`src/verilog/icc_consts.vh`:
```
// Constants for the input capture channel: register offsets, field positions, modes.
// Assumes inclusion by bare name from the channel's design files.
`ifndef ICC_CONSTS_VH
`define ICC_CONSTS_VH

// Register byte addresses.
`define ICC_ADDR_CTRL 8'h00
`define ICC_ADDR_DATA 8'h04
`define ICC_ADDR_IRQ_STAT 8'h08
`define ICC_ADDR_IRQ_EN 8'h0C
`define ICC_ADDR_IRQ_CLR 8'h10

// Control register field positions.
`define ICC_BIT_ON 15
`define ICC_BIT_STOP_IDLE 13
`define ICC_BIT_FIRST_EDGE 9
`define ICC_BIT_WIDE 8
`define ICC_BIT_TSEL 7
`define ICC_EPI_HI 6
`define ICC_EPI_LO 5
`define ICC_BIT_OVF 4
`define ICC_BIT_BNE 3
`define ICC_MODE_HI 2
`define ICC_MODE_LO 0

// Writable bits of the control register and its reset value.
`define ICC_CTRL_WMASK 32'h0000A3E7
`define ICC_CTRL_RESET 32'h00000000

// Capture trigger modes.
`define ICC_MODE_OFF 3'h0
`define ICC_MODE_EVERY 3'h1
`define ICC_MODE_FALL 3'h2
`define ICC_MODE_RISE 3'h3
`define ICC_MODE_RISE4 3'h4
`define ICC_MODE_RISE16 3'h5
`define ICC_MODE_FIRST 3'h6
`define ICC_MODE_RSVD 3'h7

// Prescaler terminal counts.
`define ICC_PRE4_LAST 4'h3
`define ICC_PRE16_LAST 4'hF

// Interrupt status bit positions.
`define ICC_IRQ_CAPTURE 0
`define ICC_IRQ_OVERFLOW 1

`endif

```
`src/verilog/icc_fifo.v`:
```
// Small capture buffer held in flip-flops, read in arrival order.
// Assumes one clock and a synchronous active-high flush; a push to a full buffer is dropped, even with a pop.
`timescale 1ns/1ps
module icc_fifo #(
  parameter WIDTH = 32,
  parameter DEPTH = 4,
  parameter AW = 2
) (
  // Clock and flush
  input wire core_clk,
  input wire flush,
  // Write side
  input wire push,
  input wire [WIDTH-1:0] push_data,
  output wire full,
  // Read side
  input wire pop,
  output wire [WIDTH-1:0] head_data,
  output wire empty
);

  reg [WIDTH-1:0] mem_reg [0:DEPTH-1];
  reg [AW-1:0] wr_ptr_reg;
  reg [AW-1:0] rd_ptr_reg;
  reg [AW:0] count_reg;
  wire do_push;
  wire do_pop;

  // A push into a full buffer is dropped here, so the caller can flag overflow.
  assign full = (count_reg == DEPTH[AW:0]);
  assign empty = (count_reg == {(AW+1){1'b0}});
  assign do_push = push && !full;
  assign do_pop = pop && !empty;
  assign head_data = mem_reg[rd_ptr_reg];

  // Pointer and occupancy update.
  always @(posedge core_clk) begin
    if (flush) begin
      wr_ptr_reg <= {AW{1'b0}};
      rd_ptr_reg <= {AW{1'b0}};
      count_reg <= {(AW+1){1'b0}};
    end else begin
      if (do_push) begin
        mem_reg[wr_ptr_reg] <= push_data;
        wr_ptr_reg <= wr_ptr_reg + 1'b1;
      end
      if (do_pop) begin
        rd_ptr_reg <= rd_ptr_reg + 1'b1;
      end
      if (do_push && !do_pop) begin
        count_reg <= count_reg + 1'b1;
      end else if (do_pop && !do_push) begin
        count_reg <= count_reg - 1'b1;
      end
    end
  end

endmodule

```
`src/verilog/icc_channel.v`:
```
// Input capture channel: control register, edge detection, capture buffer and interrupt.
// Assumes timer values and capture pin are synchronous to core_clk, and a plain register port.
// The register port never stalls: writes land at the strobe edge, reads answer a cycle later.
// Clearing the enable bit flushes the buffer one edge after the write, so a read in the very
// next cycle may still report buffered status; software leaves that cycle alone.
//
// Behaviour
// - Enable bit off resets and stops channel.
// - Stop-in-idle halts channel during idle mode.
// - First-edge bit picks first edge, mode 110.
// - Width bit selects 32-bit pair or 16-bit.
// - Timer bit picks source, ignored when wide.
// - Interrupt after one to four capture events.
// - Read-only overflow flag set on capture overflow.
// - Read-only not-empty bit shows buffered captures.
// - Unimplemented control bits always read zero.
// - Four-entry buffer read in arrival order.
// - Six capture trigger modes in mode field.
`timescale 1ns/1ps
`include "icc_consts.vh"
module icc_channel #(
  parameter DEPTH = 4,
  parameter TW = 16
) (
  // Clock and reset
  input wire core_clk,
  input wire rst,
  // Register port
  input wire [7:0] reg_addr,
  input wire [31:0] reg_wdata,
  input wire reg_wr,
  input wire reg_rd,
  output reg [31:0] reg_rdata,
  // Timer bases and device state
  input wire [TW-1:0] timer_a_value,
  input wire [TW-1:0] timer_b_value,
  input wire idle_mode,
  // Capture input and interrupt
  input wire capture_input_pin,
  output wire irq
);

  // Registers; all clear on reset, and the channel state also clears while disabled.
  reg [31:0] ctrl_reg;
  reg ovf_reg;
  reg pin_prev_reg;
  reg first_done_reg;
  reg [3:0] pre_cnt_reg;
  reg [1:0] evt_cnt_reg;
  reg [1:0] irq_stat_reg;
  reg [1:0] irq_en_reg;
  // Combinational trigger, decode and datapath signals.
  reg [31:0] cap_value;
  reg capture;
  wire module_on;
  wire running;
  wire rise;
  wire fall;
  wire [2:0] mode;
  wire [1:0] events_per_interrupt;
  wire fifo_full;
  wire fifo_empty;
  wire [31:0] fifo_head;
  wire fifo_pop;
  wire overflow_evt;
  wire irq_evt;
  wire [31:0] ctrl_view;
  wire prescaled;
  wire wr_ctrl;
  wire wr_irq_en;
  wire wr_irq_clr;
  wire rd_data;
  wire [1:0] irq_clr;

  // Pointer width for the buffer depth, so a different power-of-two depth keeps its pointers consistent.
  function integer addr_bits;
    input integer depth;
    integer n;
    begin
      addr_bits = 1;
      for (n = 2; n < depth; n = n * 2) begin
        addr_bits = addr_bits + 1;
      end
    end
  endfunction
  localparam FIFO_AW = addr_bits(DEPTH);

  // Address decode for one strobe; every register matches the same way.
  function reg_hit;
    input strobe;
    input [7:0] addr;
    input [7:0] target;
    begin
      reg_hit = strobe && (addr == target);
    end
  endfunction

  // Pick the timer value to capture from the width and timer selects.
  // Narrow captures are zero-extended so the top half never shows stale bits.
  function [31:0] sel_value;
    input wide;
    input tsel;
    input [TW-1:0] ta;
    input [TW-1:0] tb;
    begin
      if (wide) begin
        sel_value = {tb, ta};
      end else if (tsel) begin
        sel_value = {{(32-TW){1'b0}}, ta};
      end else begin
        sel_value = {{(32-TW){1'b0}}, tb};
      end
    end
  endfunction

  // Idle only halts the channel when stop-in-idle is set; otherwise it runs on.
  assign module_on = ctrl_reg[`ICC_BIT_ON];
  assign running = module_on && !(ctrl_reg[`ICC_BIT_STOP_IDLE] && idle_mode);
  assign mode = ctrl_reg[`ICC_MODE_HI:`ICC_MODE_LO];
  assign events_per_interrupt = ctrl_reg[`ICC_EPI_HI:`ICC_EPI_LO];
  assign rise = capture_input_pin && !pin_prev_reg;
  assign fall = !capture_input_pin && pin_prev_reg;
  assign prescaled = (mode == `ICC_MODE_RISE4) || (mode == `ICC_MODE_RISE16);

  // Register strobes decoded once; a write to an unmapped address falls through unused.
  assign wr_ctrl = reg_hit(reg_wr, reg_addr, `ICC_ADDR_CTRL);
  assign wr_irq_en = reg_hit(reg_wr, reg_addr, `ICC_ADDR_IRQ_EN);
  assign wr_irq_clr = reg_hit(reg_wr, reg_addr, `ICC_ADDR_IRQ_CLR);
  assign rd_data = reg_hit(reg_rd, reg_addr, `ICC_ADDR_DATA);
  assign irq_clr = wr_irq_clr ? reg_wdata[1:0] : 2'b00;

  // Trigger decode; the prescaled modes count rising edges before firing.
  // Captures are forced off while halted, so no capture-side state moves; data reads still pop the buffer while enabled.
  always @* begin
    capture = 1'b0;
    case (mode)
      `ICC_MODE_EVERY: capture = rise || fall;
      `ICC_MODE_FALL: capture = fall;
      `ICC_MODE_RISE: capture = rise;
      `ICC_MODE_RISE4: capture = rise && (pre_cnt_reg == `ICC_PRE4_LAST);
      `ICC_MODE_RISE16: capture = rise && (pre_cnt_reg == `ICC_PRE16_LAST);
      `ICC_MODE_FIRST: begin
        // Until the chosen first edge arrives, the opposite edge is ignored.
        if (first_done_reg) begin
          capture = rise || fall;
        end else if (ctrl_reg[`ICC_BIT_FIRST_EDGE]) begin
          capture = rise;
        end else begin
          capture = fall;
        end
      end
      default: capture = 1'b0;
    endcase
    if (!running) begin
      capture = 1'b0;
    end
  end

  // Captured value is taken from the selected timer in the cycle of the edge.
  always @* begin
    cap_value = sel_value(ctrl_reg[`ICC_BIT_WIDE], ctrl_reg[`ICC_BIT_TSEL],
      timer_a_value, timer_b_value);
  end

  assign overflow_evt = capture && fifo_full;
  assign irq_evt = capture && !fifo_full && (evt_cnt_reg == events_per_interrupt);
  assign fifo_pop = rd_data && module_on;

  // The buffer is flushed whenever the enable bit is off, which is the module reset.
  // Depth and pointer width stay tied, so a deeper power-of-two buffer needs only DEPTH changed.
  icc_fifo #(
    .WIDTH(32),
    .DEPTH(DEPTH),
    .AW(FIFO_AW)
  ) u_fifo (
    .core_clk(core_clk),
    .flush(rst || !module_on),
    .push(capture),
    .push_data(cap_value),
    .full(fifo_full),
    .pop(fifo_pop),
    .head_data(fifo_head),
    .empty(fifo_empty)
  );

  // Control register with live status fields; unimplemented bits are masked to zero.
  assign ctrl_view = (ctrl_reg & `ICC_CTRL_WMASK)
    | ({31'h0, ovf_reg} << `ICC_BIT_OVF)
    | ({31'h0, !fifo_empty} << `ICC_BIT_BNE);

  // Control register writes; only writable bits are stored.
  // Dropping status and reserved bits here means a read-modify-write cannot set them.
  always @(posedge core_clk) begin
    if (rst) begin
      ctrl_reg <= `ICC_CTRL_RESET;
    end else if (wr_ctrl) begin
      ctrl_reg <= reg_wdata & `ICC_CTRL_WMASK;
    end
  end

  // Edge history. It clears while disabled, so a re-enable compares the pin against low;
  // a pin that is already high at enable therefore counts as a rising edge.
  always @(posedge core_clk) begin
    if (rst || !module_on) begin
      pin_prev_reg <= 1'b0;
    end else if (running) begin
      pin_prev_reg <= capture_input_pin;
    end
  end

  // Rising-edge prescaler for the divided modes. It is not cleared on a mode change,
  // so software disables the channel before switching between divided modes.
  always @(posedge core_clk) begin
    if (rst || !module_on) begin
      pre_cnt_reg <= 4'h0;
    end else if (running && rise && prescaled) begin
      if (capture) begin
        pre_cnt_reg <= 4'h0;
      end else begin
        pre_cnt_reg <= pre_cnt_reg + 4'h1;
      end
    end
  end

  // First-edge tracking; after the first capture every edge counts.
  always @(posedge core_clk) begin
    if (rst || !module_on) begin
      first_done_reg <= 1'b0;
    end else if (capture) begin
      first_done_reg <= 1'b1;
    end
  end

  // Events since the last interrupt; dropped captures do not count toward the rate.
  always @(posedge core_clk) begin
    if (rst || !module_on) begin
      evt_cnt_reg <= 2'h0;
    end else if (capture && !fifo_full) begin
      if (irq_evt) begin
        evt_cnt_reg <= 2'h0;
      end else begin
        evt_cnt_reg <= evt_cnt_reg + 2'h1;
      end
    end
  end

  // Overflow flag; nothing but a disable clears it, so software sees every loss.
  always @(posedge core_clk) begin
    if (rst || !module_on) begin
      ovf_reg <= 1'b0;
    end else if (overflow_evt) begin
      ovf_reg <= 1'b1;
    end
  end

  // Sticky interrupt status; a set in the same cycle as a clear wins.
  always @(posedge core_clk) begin
    if (rst || !module_on) begin
      irq_stat_reg <= 2'h0;
    end else begin
      irq_stat_reg[`ICC_IRQ_CAPTURE] <= irq_evt ||
        (irq_stat_reg[`ICC_IRQ_CAPTURE] && !irq_clr[`ICC_IRQ_CAPTURE]);
      irq_stat_reg[`ICC_IRQ_OVERFLOW] <= overflow_evt ||
        (irq_stat_reg[`ICC_IRQ_OVERFLOW] && !irq_clr[`ICC_IRQ_OVERFLOW]);
    end
  end

  // Interrupt enable register.
  // Enables survive a disable, so software need not program them again.
  always @(posedge core_clk) begin
    if (rst) begin
      irq_en_reg <= 2'h0;
    end else if (wr_irq_en) begin
      irq_en_reg <= reg_wdata[1:0];
    end
  end

  // Level interrupt, gated by the enable bit so a disabled channel never raises it.
  assign irq = module_on && |(irq_stat_reg & irq_en_reg);

  // Read data one cycle after the strobe; unmapped addresses read zero.
  // A data read pops at its strobe edge, so a read right behind it sees the next entry.
  always @(posedge core_clk) begin
    if (rst) begin
      reg_rdata <= 32'h00000000;
    end else if (reg_rd) begin
      case (reg_addr)
        `ICC_ADDR_CTRL: reg_rdata <= ctrl_view;
        `ICC_ADDR_DATA: reg_rdata <= fifo_empty ? 32'h00000000 : fifo_head;
        `ICC_ADDR_IRQ_STAT: reg_rdata <= {30'h0, irq_stat_reg};
        `ICC_ADDR_IRQ_EN: reg_rdata <= {30'h0, irq_en_reg};
        default: reg_rdata <= 32'h00000000;
      endcase
    end else begin
      reg_rdata <= 32'h00000000;
    end
  end

endmodule

```
`config.mk`:
```
export PLATFORM = sky130hd
export DESIGN_NAME = icc_channel
export DESIGN_NICKNAME = d
export VERILOG_FILES = /design/src/verilog/icc_fifo.v /design/src/verilog/icc_channel.v
export VERILOG_INCLUDE_DIRS = /design/src /design/src/verilog
export SDC_FILE = /design/constraint.sdc
export NUM_CORES = 1
export LEC_CHECK = 0
export BUFFER_PORTS_ARGS = -buffer_cell sky130_fd_sc_hd__buf_4
export CAP_MARGIN = 10
export CORE_ASPECT_RATIO = 2
export CORE_UTILIZATION = 35
export CTS_CLUSTER_SIZE = 14
export DETAILED_ROUTE_END_ITERATION = 8
export GPL_TIMING_DRIVEN = 1
export MAX_ROUTING_LAYER = met4
export PLACE_DENSITY = 0.65
export SLEW_MARGIN = 20
export SYNTH_ARGS = -nofsm -noshare
export SYNTH_HDL_FRONTEND = slang
export SYNTH_SLANG_ARGS = --single-unit
```
`constraint.sdc`:
```
create_clock -name core_clk -period 3.4 [get_ports core_clk]
set_input_delay 0.17 -clock core_clk [delete_from_list [all_inputs] [get_ports core_clk]]
set_output_delay 0.17 -clock core_clk [all_outputs]
set_load 0.01 [all_outputs]
```
# Yosys cells after proc, flatten, opt, wreduce, memory -nomap -nowiden
# Memory sizes are Yosys's and may differ from the RTL's. A register that Yosys moved wholly into a read port is not among the register bits.
# Cells that the tools add are included.
dict set report word_totals {
  register_bits 62
  mem_bits_rw 128
  in_bits 78
  output_inout_bits 33
  word_cells 97
  memories 1
}
dict set report classes {
  addsub 6
  eq_ne 14
  mux 18
  bitwise 4
  n_reduce_logical 42
}
# name words word_bits read_ports rd_clocked_by_memory_dff write_ports line_no
set memory_table {}
lappend memory_table {u_fifo.mem_reg 4 32 1 1 1 icc_fifo.v:22} ;# reg [WIDTH-1:0] mem_reg [0:DEPTH-1];
# operator n
set op_table {}
lappend op_table {{$pmux W32 S4} 1}
lappend op_table {{$mux W32} 2}
lappend op_table {{$logic_and A1 B1 Y1} 22}
lappend op_table {{$eq A8 B4 Y1 const B} 2}
lappend op_table {{$mux W16} 1}
lappend op_table {{$or A16 B4 Y16} 1}
lappend op_table {{$or A16 B5 Y16} 1}
lappend op_table {{$eq A3 B3 Y1 const B} 4}
lappend op_table {{$logic_not A1 Y1} 10}
lappend op_table {{$eq A8 B3 Y1 const B} 1}
lappend op_table {{$eq A8 B5 Y1 const B} 1}
lappend op_table {{$logic_not A8 Y1} 1}
lappend op_table {{$mux W2} 4}
lappend op_table {{$add A2 B1 Y2 const B} 3}
lappend op_table {{$eq A3 B2 Y1 const B} 2}
lappend op_table {{$mux W1} 6}
lappend op_table {{$mux W3} 2}
lappend op_table {{$pmux W1 S6} 1}
lappend op_table {{$logic_or A1 B1 Y1} 5}
lappend op_table {{$add A4 B1 Y4 const B} 1}
lappend op_table {{$eq A4 B2 Y1 const B} 1}
lappend op_table {{$eq A4 B4 Y1 const B} 1}
lappend op_table {{$mux W4} 1}
lappend op_table {{$reduce_or A2 Y1} 2}
lappend op_table {{other kinds (8)} 8}

# Depth between registers and ports, before layout
# Gate-level depths: netlist (run 1).
dict set report depth {
  word_depth 11
  ltp_mapped 13
  ltp_nobuf 13
}

# Hierarchy
# Synthesis (run 1) repeated with hierarchy kept, for this count alone.
dict set report hier_totals {
  cells_unflattened 483
  area_unflattened_um2 7564.8
}
# mod instances cells_each area_per_inst_um2 seq_area_each_um2
set modules_own_cells {}
lappend modules_own_cells {icc_fifo 1 216 5121.2 4023.9}
lappend modules_own_cells {icc_channel 1 267 2443.6 1101.1}

# Worst setup path before layout (run 1)
# No wires, ideal clock.
dict set report synth_timing {
  path_type {reg2reg}
  start {register pre_cnt_reg[3]}
  end {register u_fifo.count_reg[2]}
  setup_time_ps 71
  t_arrival_ps 2460
  required_time_ps 3329
  setup_slack_ps 869
  stages_incl_launch_ff 12
  n_path_buf 0
  synth_period_minus_slack_ps 2531
  cell_sequence {dfxtp_1 -> or3_1 -> a21oi_1 -> a211o_1 -> nand2_1 -> inv_2 -> ha_1 -> inv_1 -> fa_1 -> xor2_1 -> or3_1 -> a21oi_1}
}
dict set report synth_between {
  elab_chain_len 8
  elab_cells_between_ends 12
  classes_between {eq/ne (2); mux (3); reduce/logical (7)}
}
# element line_no
set synth_rtl {}
lappend synth_rtl {{start, declared} icc_channel.v:48} ;# reg [3:0] pre_cnt_reg;
lappend synth_rtl {{start signal, assigned} icc_channel.v:220} ;# pre_cnt_reg <= pre_cnt_reg + 4'h1;
lappend synth_rtl {{$eq A4 B4 Y1 (no line) / $eq A4 B2 Y1 (equally long branches)} --}
lappend synth_rtl {{$logic_and A1 B1 Y1 (on tied branches)} {icc_channel.v:141, icc_channel.v:140}}
lappend synth_rtl {{$pmux W1 S6 *} icc_channel.v:136} ;# case (mode)
lappend synth_rtl {{$mux W1 *} icc_channel.v:154} ;# if (!running) begin
lappend synth_rtl {{$logic_and A1 B1 Y1 *} icc_fifo.v:32} ;# assign do_push = push && !full;
lappend synth_rtl {{net u_fifo.do_push} icc_fifo.v:26} ;# wire do_push;
lappend synth_rtl {{$logic_not A1 Y1} icc_fifo.v:52} ;# end else if (do_pop && !do_push) begin
lappend synth_rtl {{$logic_and A1 B1 Y1} icc_fifo.v:52}
lappend synth_rtl {{$reduce_bool A2 Y1 (no line)} --}
lappend synth_rtl {{end signal, assigned} icc_fifo.v:41} ;# count_reg <= {(AW+1){1'b0}};
lappend synth_rtl {{end signal, assigned} icc_fifo.v:51} ;# count_reg <= count_reg + 1'b1;
lappend synth_rtl {{end signal, assigned} icc_fifo.v:53} ;# count_reg <= count_reg - 1'b1;
lappend synth_rtl {{end, declared} icc_fifo.v:25} ;# reg [AW:0] count_reg;
# Mark *: on every way through the listed nets, which the timed path passes. The rest lies on a longest branch.
# A chain may end at the register's enable or synchronous reset.

# Worst setup path after layout (run 1)
# Same ends and word-level chain as after synthesis.

==> results.md, run 1 <==
* R2r worst-path depth at 11
* Synthesized area at 0.00751 mm2
* Yosys warns at 0
* Detailed Route WL at 16.0 mm
* Top FF cell, synth: edfxtp_1
* Post-route antenna net violation count at 0
* Die width at 106 um
* DP Worst Slack at 0.545 ns
* Worst path bufs/invs at 2
* Clk_skew at 0.00636 ns
* #FFs+latches synth at 192
* Distinct cell type count after synthesis at 45
* First-pass GRT wire length at 25.3 mm
* Setup crit start kind: register
* Placed wire-length estimate at 10.8 mm
* Post-Route Utilization at 0.436
* Worst Path Required at around 3.7 ns
* # Max-Cap Violations at 0
* CP max stage cell: fa_1
* RSZ-0062 raised after global routing: no
* DP Area at 0.00850 mm2
* Via count at 4457
* Ys async rst share at 0
* GRT Residual Overflow at 0
* R2R Setup Slk at 0.51 ns
* Max FFs per register at 128
* # diodes at 0
* Fraction of layout cells with a size suffix above 1 at 0.311
* FILL cells at 1959
* Routed len/inst at between 15 and 20 um
* Core area at 0.0210 mm2
* Total iterations of the first detailed-routing run at 4
* Power consumption at between 0.004 and 0.005 W
* Worst EP arrival at about 3.2 ns
* Setup_tns at 0 ns
* I/O pin cnt at 111
* Net Sw Power at roughly 0.00086 W
* Fin area at 0.00916 mm2
* Initial core utilization at 0.357
* Final setup vio count at 0
* Gr usage total at 0.158
* Relative slew slack at 0.450
* Stages on worst setup path at 11
* Seq/Total Area, Yosys at 0.683
* CTS tree: yes
* Worst Tran Pin Value at 0.824 ns
* Setup WS post-layout at around 0.51 ns
* Sw frac at 0.189
* Worst min path class: in -> reg
* Most common cell after layout, fill and taps aside: edfxtp_1
* VDD IR max at 0.288 mV
* Crit-path max cell delay at 0.43 ns
* Via density at 5.11
* DRC at 0
* Crit path max fanout at 5
* PD cells at about 500 mW/mm2
* CTS Root Cell: clkbuf_16
* Worst-Skew Late Latency at 0.42 ns
* Area grow syn2layout at 22.0%
* Vias in the first global route at 4780
* Internal cell power at 0.00369 W
* Post-Syn Instances at 489
* Clock network power share at 0.433
* Initial antenna violation count at 0
* Nets at 678
* Hold depth at 3
* Min Tclk post-route at 2.89 ns
* Status: complete, no violations
* Largest net degree at the start of global routing at 33
* DRT iter0 DRCs at roughly 220
* Die ar. at 0.0221 mm2
* CTS H-Tree Depth at 4
* Static Leak at 3.44 nW
* Final GP Congestion at approximately 0.79
* Clock slew at reported path FFs at around 0.070 ns
* Crit path max-delay family: simple AND/OR/NAND/NOR gates
* Seq pwr share at 0.544
* Total CTS buffers at 17
* Critical path type: reg -> reg
* Row count at 75
* Comb pwr share at 0.023
* PortBufs at just under 90
* Post-synth EDFFs at 128
* Clk sink count at 192
* Crit path capture type: register
* Pins Over Slew Limit at 0
* CTS Buffer Depth at 2
* Cells along the critical path: or3_1 > a21oi_1 > a211o_1 > nand2_1 > inv_2 > ha_1 > inv_1 > fa_1 > xor2_1 > or3_1 > a21oi_1
* Synthesized Nets at 576
* Highest clock rate at 346 MHz
* Final Hold Viols at 0
* Syn avg cell area at 15.4 um2
* Most frequent cells in the layout: 128 x edfxtp_1, 100 x buf_4, 63 x dfxtp_1, 32 x mux4_2, 27 x nor2_1
* Die H at 209 um
* Final period utilization at 0.850
worst reg2reg max path: stages, from the launching register on:
cell and delay, ns:
dfxtp_1 0.35, or3_1 0.38, a21oi_1 0.24, a211o_1 0.25, nand2_1 0.15, inv_2 0.11, ha_1 0.20, inv_1 0.08
fa_1 0.43, xor2_1 0.18, or3_1 0.31, a21oi_1 0.15
power groups by stage:
| stage | clock network [W] | logic (W) | registers (W) |
|---|---|---|---|
| after floorplan | 0 | 0.0000285 | 0.00252 |
| after global placement | 0 | 0.0000966 | 0.00252 |
| after detailed placement | 0 | 0.0000999 | 0.00252 |
| after CTS | 0.00201 | 0.000107 | 0.00247 |
| after global routing | 0.00211 | 0.000114 | 0.00247 |
| final | 0.00197 | 0.000106 | 0.00247 |
kinds of logic (layout without fill, tap and decap cells):
kind of cell,after synthesis,in the layout,share of synthesized area
compound gates,50,50,0.0435
xor+xnor,6,6,0.00700
fa+ha+maj,9,9,0.0160
buf+inv,32,147,0.0182
flops,192,192,0.683
mux,55,55,0.129
simple gates,145,145,0.103
worst paths after layout:
check | start | end
setup / recovery | pre_cnt_reg[3] | u_fifo.count_reg[2]
hold / removal | reg_wdata[5] | ctrl_reg[5]
setup reg to reg | pre_cnt_reg[3] | u_fifo.count_reg[2]
hold reg to reg | ovf_reg | ovf_reg
synthesized netlist by cell type (all sizes together), types with 8 or more instances:
master | instances | area share
edfxtp | 128 | 0.51
dfxtp | 64 | 0.17
mux4 | 32 | 0.096
nor2 | 27 | 0.013
nand3 | 26 | 0.017
and3 | 24 | 0.020
nand2 | 22 | 0.011
a21oi | 18 | 0.012
mux2 | 17 | 0.025
and2 | 16 | 0.013
clkbuf | 16 | 0.0085
a22oi | 12 | 0.012
buf | 8 | 0.0057
ha | 8 | 0.013
inv | 8 | 0.0040
o21ai | 8 | 0.0053
layout make-up:
class / instances / area (um2) / share of cell area
clock buffer: 24 / 526 / 0.0574
timing repair buffer: 107 / 821 / 0.0896
inverter: 8 / 30.0 / 0.00328
clock inverter: 8 / 71.3 / 0.00778
tap: 269 / 337 / 0.0367
sequential: 192 / 5130 / 0.559
multi-input combinational: 265 / 2250 / 0.246
per-layer routing:
layer / up-vias / share of wire / GRT usage
li1: 2069 / - / -
met1: 2237 / 0.38 / 0.161
met2: 122 / 0.57 / 0.292
met3: 29 / 0.031 / 0.0240
met4: 0 / 0.027 / 0.0738
met5: - / 0 / -
stage by stage:
| step | cells | hold slack [ns] |
|---|---|---|
| 2_1_floorplan | 489 | 0.239 |
| 3_3_place_gp | 834 | 0.440 |
| 3_5_place_dp | 834 | 0.446 |
| 4_1_cts | 873 | 0.00423 |
| 5_1_grt | 873 | 0.0283 |
| 6_report | 873 | 0.0315 |
repair_timing:
action                                 in CTS  in global routing
endpoints found under the hold margin       7                  0
hold buffers                                7                  0
buffers inserted                            0                  0
resized for setup                           0                  0
Note: power is estimated with default switching activity, not from simulation.
==> inputs of run 2 (changes only) <==
- CORE_UTILIZATION: 35 -> 38
- PLACE_DENSITY: 0.65 -> 0.69
==> run 2 against run 1 <==
- critical path depth grew 4
- sequential cell count is the same
- register-to-register slack gained 0.03 ns
- combinational power shrank 4%
- global-route usage grew 1.7 points
- critical endpoint unchanged
==> results.md, run 2 (synthesis results as in run 1) <==
* Final Hold Viols at 0 (unchanged)
* Static Leak at 3.38 nW (-1.8%)
* Gr usage total at 0.175 (+0.0174)
* Detailed Route WL at 16.1 mm (+0.59%)
* Internal cell power at 0.00354 W (-4.1%)
* Largest net degree at the start of global routing at 33 (unchanged)
* Die ar. at 0.0204 mm2 (-7.8%)
* CTS Root Cell: clkbuf_16
* PortBufs at 88 (unchanged)
* Die width at 101 um (-4.0%)
* First-pass GRT wire length at 25.5 mm (+0.79%)
* Die H at 201 um (-4.0%)
* CTS tree: yes
* Net Sw Power at 0.000889 W (+3.6%)
* Setup_tns at 0 ns (unchanged)
* Vias in the first global route at 4868 (+1.8%)
* Routed len/inst at 18.8 um (+2.2%)
* GRT Residual Overflow at 0 (unchanged)
* Final setup vio count at 0 (unchanged)
* # diodes at 0 (unchanged)
* FILL cells at 1691 (-14%)
* Initial core utilization at 0.388 (+0.0305)
* # Max-Cap Violations at 0 (unchanged)
* RSZ-0062 raised after global routing: no
* Pins Over Slew Limit at 0 (unchanged)
* Relative slew slack at 0.505 (+0.0551)
* Nets at 674 (-0.59%)
* PostCTS Resize Cnt at 0 (unchanged)
* Via count at 4437 (-0.45%)
* Via density at 5.17 (+1.2%)
* Worst min path class: in -> reg
* I/O pin cnt at 111 (unchanged)
* Worst Tran Pin Value at 0.742 ns (-0.0825 ns)
* CTS H-Tree Depth at 4 (unchanged)
* Sw frac at 0.201 (+0.0120)
* CTS Buffer Depth at 2 (unchanged)
* Clk sink count at 192 (unchanged)
* Status: complete, no violations
* Comb pwr share at 0.023 (about the same)
* Min Tclk post-route at 2.91 ns (+0.0196 ns)
* Total iterations of the first detailed-routing run at 4 (unchanged)
* Crit path capture type: register
* PD cells at 488 mW/mm2 (-1.6%)
* Clock slew at reported path FFs at 0.07 ns (about the same)
* Post-route antenna net violation count at 0 (unchanged)
* Highest clock rate at 344 MHz (-0.67%)
* Row count at 72 (-4.0%)
* Critical path type: in -> reg
* Seq pwr share at 0.558 (+0.014)
* Most common cell after layout, fill and taps aside: edfxtp_1
* Total CTS buffers at 17 (unchanged)
* Worst-Skew Late Latency at 0.43 ns (about the same)
* Final period utilization at 0.856 (+0.00576)
* Most frequent cells in the layout: 128 x edfxtp_1, 99 x buf_4, 63 x dfxtp_1, 32 x mux4_2, 27 x nor2_1
* Placed wire-length estimate at 10.8 mm (-0.20%)
* Area grow syn2layout at 20.7%
* Crit path max fanout at 5 (unchanged)
* Post-Route Utilization at 0.468 (+0.0321)
* Setup crit start kind: input port
* Worst EP arrival at 3.26 ns (+0.03 ns)
* Final GP Congestion at 0.789 (about the same)
* Max FFs per register at 128 (unchanged)
* DRC at 0 (unchanged)
* Core area at 0.0194 mm2 (-7.9%)
* Fraction of layout cells with a size suffix above 1 at 0.307 (-0.00459)
* Worst Path Required at 3.75 ns (about the same)
* Initial antenna violation count at 0 (unchanged)
* VDD IR max at 0.243 mV (-16%)
* Clock network power share at 0.419 (-0.014)
* DRT iter0 DRCs at 243 (+11%)
* Clk_skew at 0.0101 ns (+0.00374 ns)
## run 2: changes by cell type in the layout (fill, tap and decap cells not counted), sizes merged
| cell | change |
|---|---|
| buf | -1 |
| clkbuf | -5 |
| clkinv | +3 |
| clkinvlp | +3 |
| dlygate4sd3 | -3 |
| inv | -1 |
## run 2: worst max-delay path: stages
cell and delay [ns]:
dlygate4sd3_1 0.54, buf_4 0.12, inv_1 0.04, ha_1 0.29, nand2_1 0.07, o2111a_1 0.25
a211o_1 0.21, nand2_1 0.13, inv_2 0.11, ha_1 0.18, inv_1 0.07, fa_1 0.43
xor2_1 0.19, or3_1 0.31, a21oi_1 0.15
## run 2: power groups by stage
stage	sequential (W)	combinational [W]	clock, W
floorplan	0.00252	0.0000285	0
global placement	0.00252	0.0000957	0
detailed placement	0.00252	0.0000991	0
CTS	0.00247	0.000103	0.00189
global route	0.00247	0.000110	0.00197
finish	0.00247	0.000102	0.00185
## run 2: timing repair
item,in CTS,in global routing
hold endpoints to repair,4,0
buffers inserted,0,0
hold buffers,4,0
## run 2: through the flow
| step | instance area (um2) | std cells | power [W] | setup slack, ns | hold slack (ns) |
|---|---|---|---|---|---|
| 2_1_floorplan | 7510 | 489 | 0.00255 | 0.869 | 0.239 |
| 3_3_place_gp | 8480 | 823 | 0.00262 | 0.660 | 0.441 |
| 3_5_place_dp | 8480 | 823 | 0.00262 | 0.584 | 0.449 |
| 4_1_cts | 9060 | 859 | 0.00446 | 0.536 | 0.000612 |
| 5_1_grt | 9060 | 859 | 0.00455 | 0.337 | 0.00926 |
| 6_report | 9060 | 859 | 0.00443 | 0.490 | 0.0181 |
## run 2: final timing paths
| path | start | to | slack, ns | cells past startpoint |
|---|---|---|---|---|
| worst max-delay path | capture_input_pin | u_fifo.count_reg[2] | 0.49 | 15 |
| worst max register to register | ctrl_reg[15] | u_fifo.count_reg[2] | 0.54 | 11 |
| worst min-delay path | reg_wdata[13] | ctrl_reg[13] | 0.02 | 3 |
| worst min register to register | ovf_reg | ovf_reg | 0.48 | 2 |
## run 2: area by class of cell
cell class	count	area, um2	share of cell area
clock buffer	19	433	0.0478
clock inverter	13	116	0.0128
inverter	8	30.0	0.00331
multi-input combinational	265	2250	0.248
sequential	192	5130	0.565
tap	259	324	0.0357
timing repair buffer	103	783	0.0864
## run 2: routing by layer
metal / vias to the layer above / track usage / wire length (um) / part of all wire
met5: - / - / 0 / 0
met4: 0 / 0.0823 / 427 / 0.027
met3: 31 / 0.0299 / 555 / 0.034
met2: 124 / 0.321 / 9190 / 0.57
met1: 2221 / 0.175 / 5940 / 0.37
li1: 2061 / - / - / -
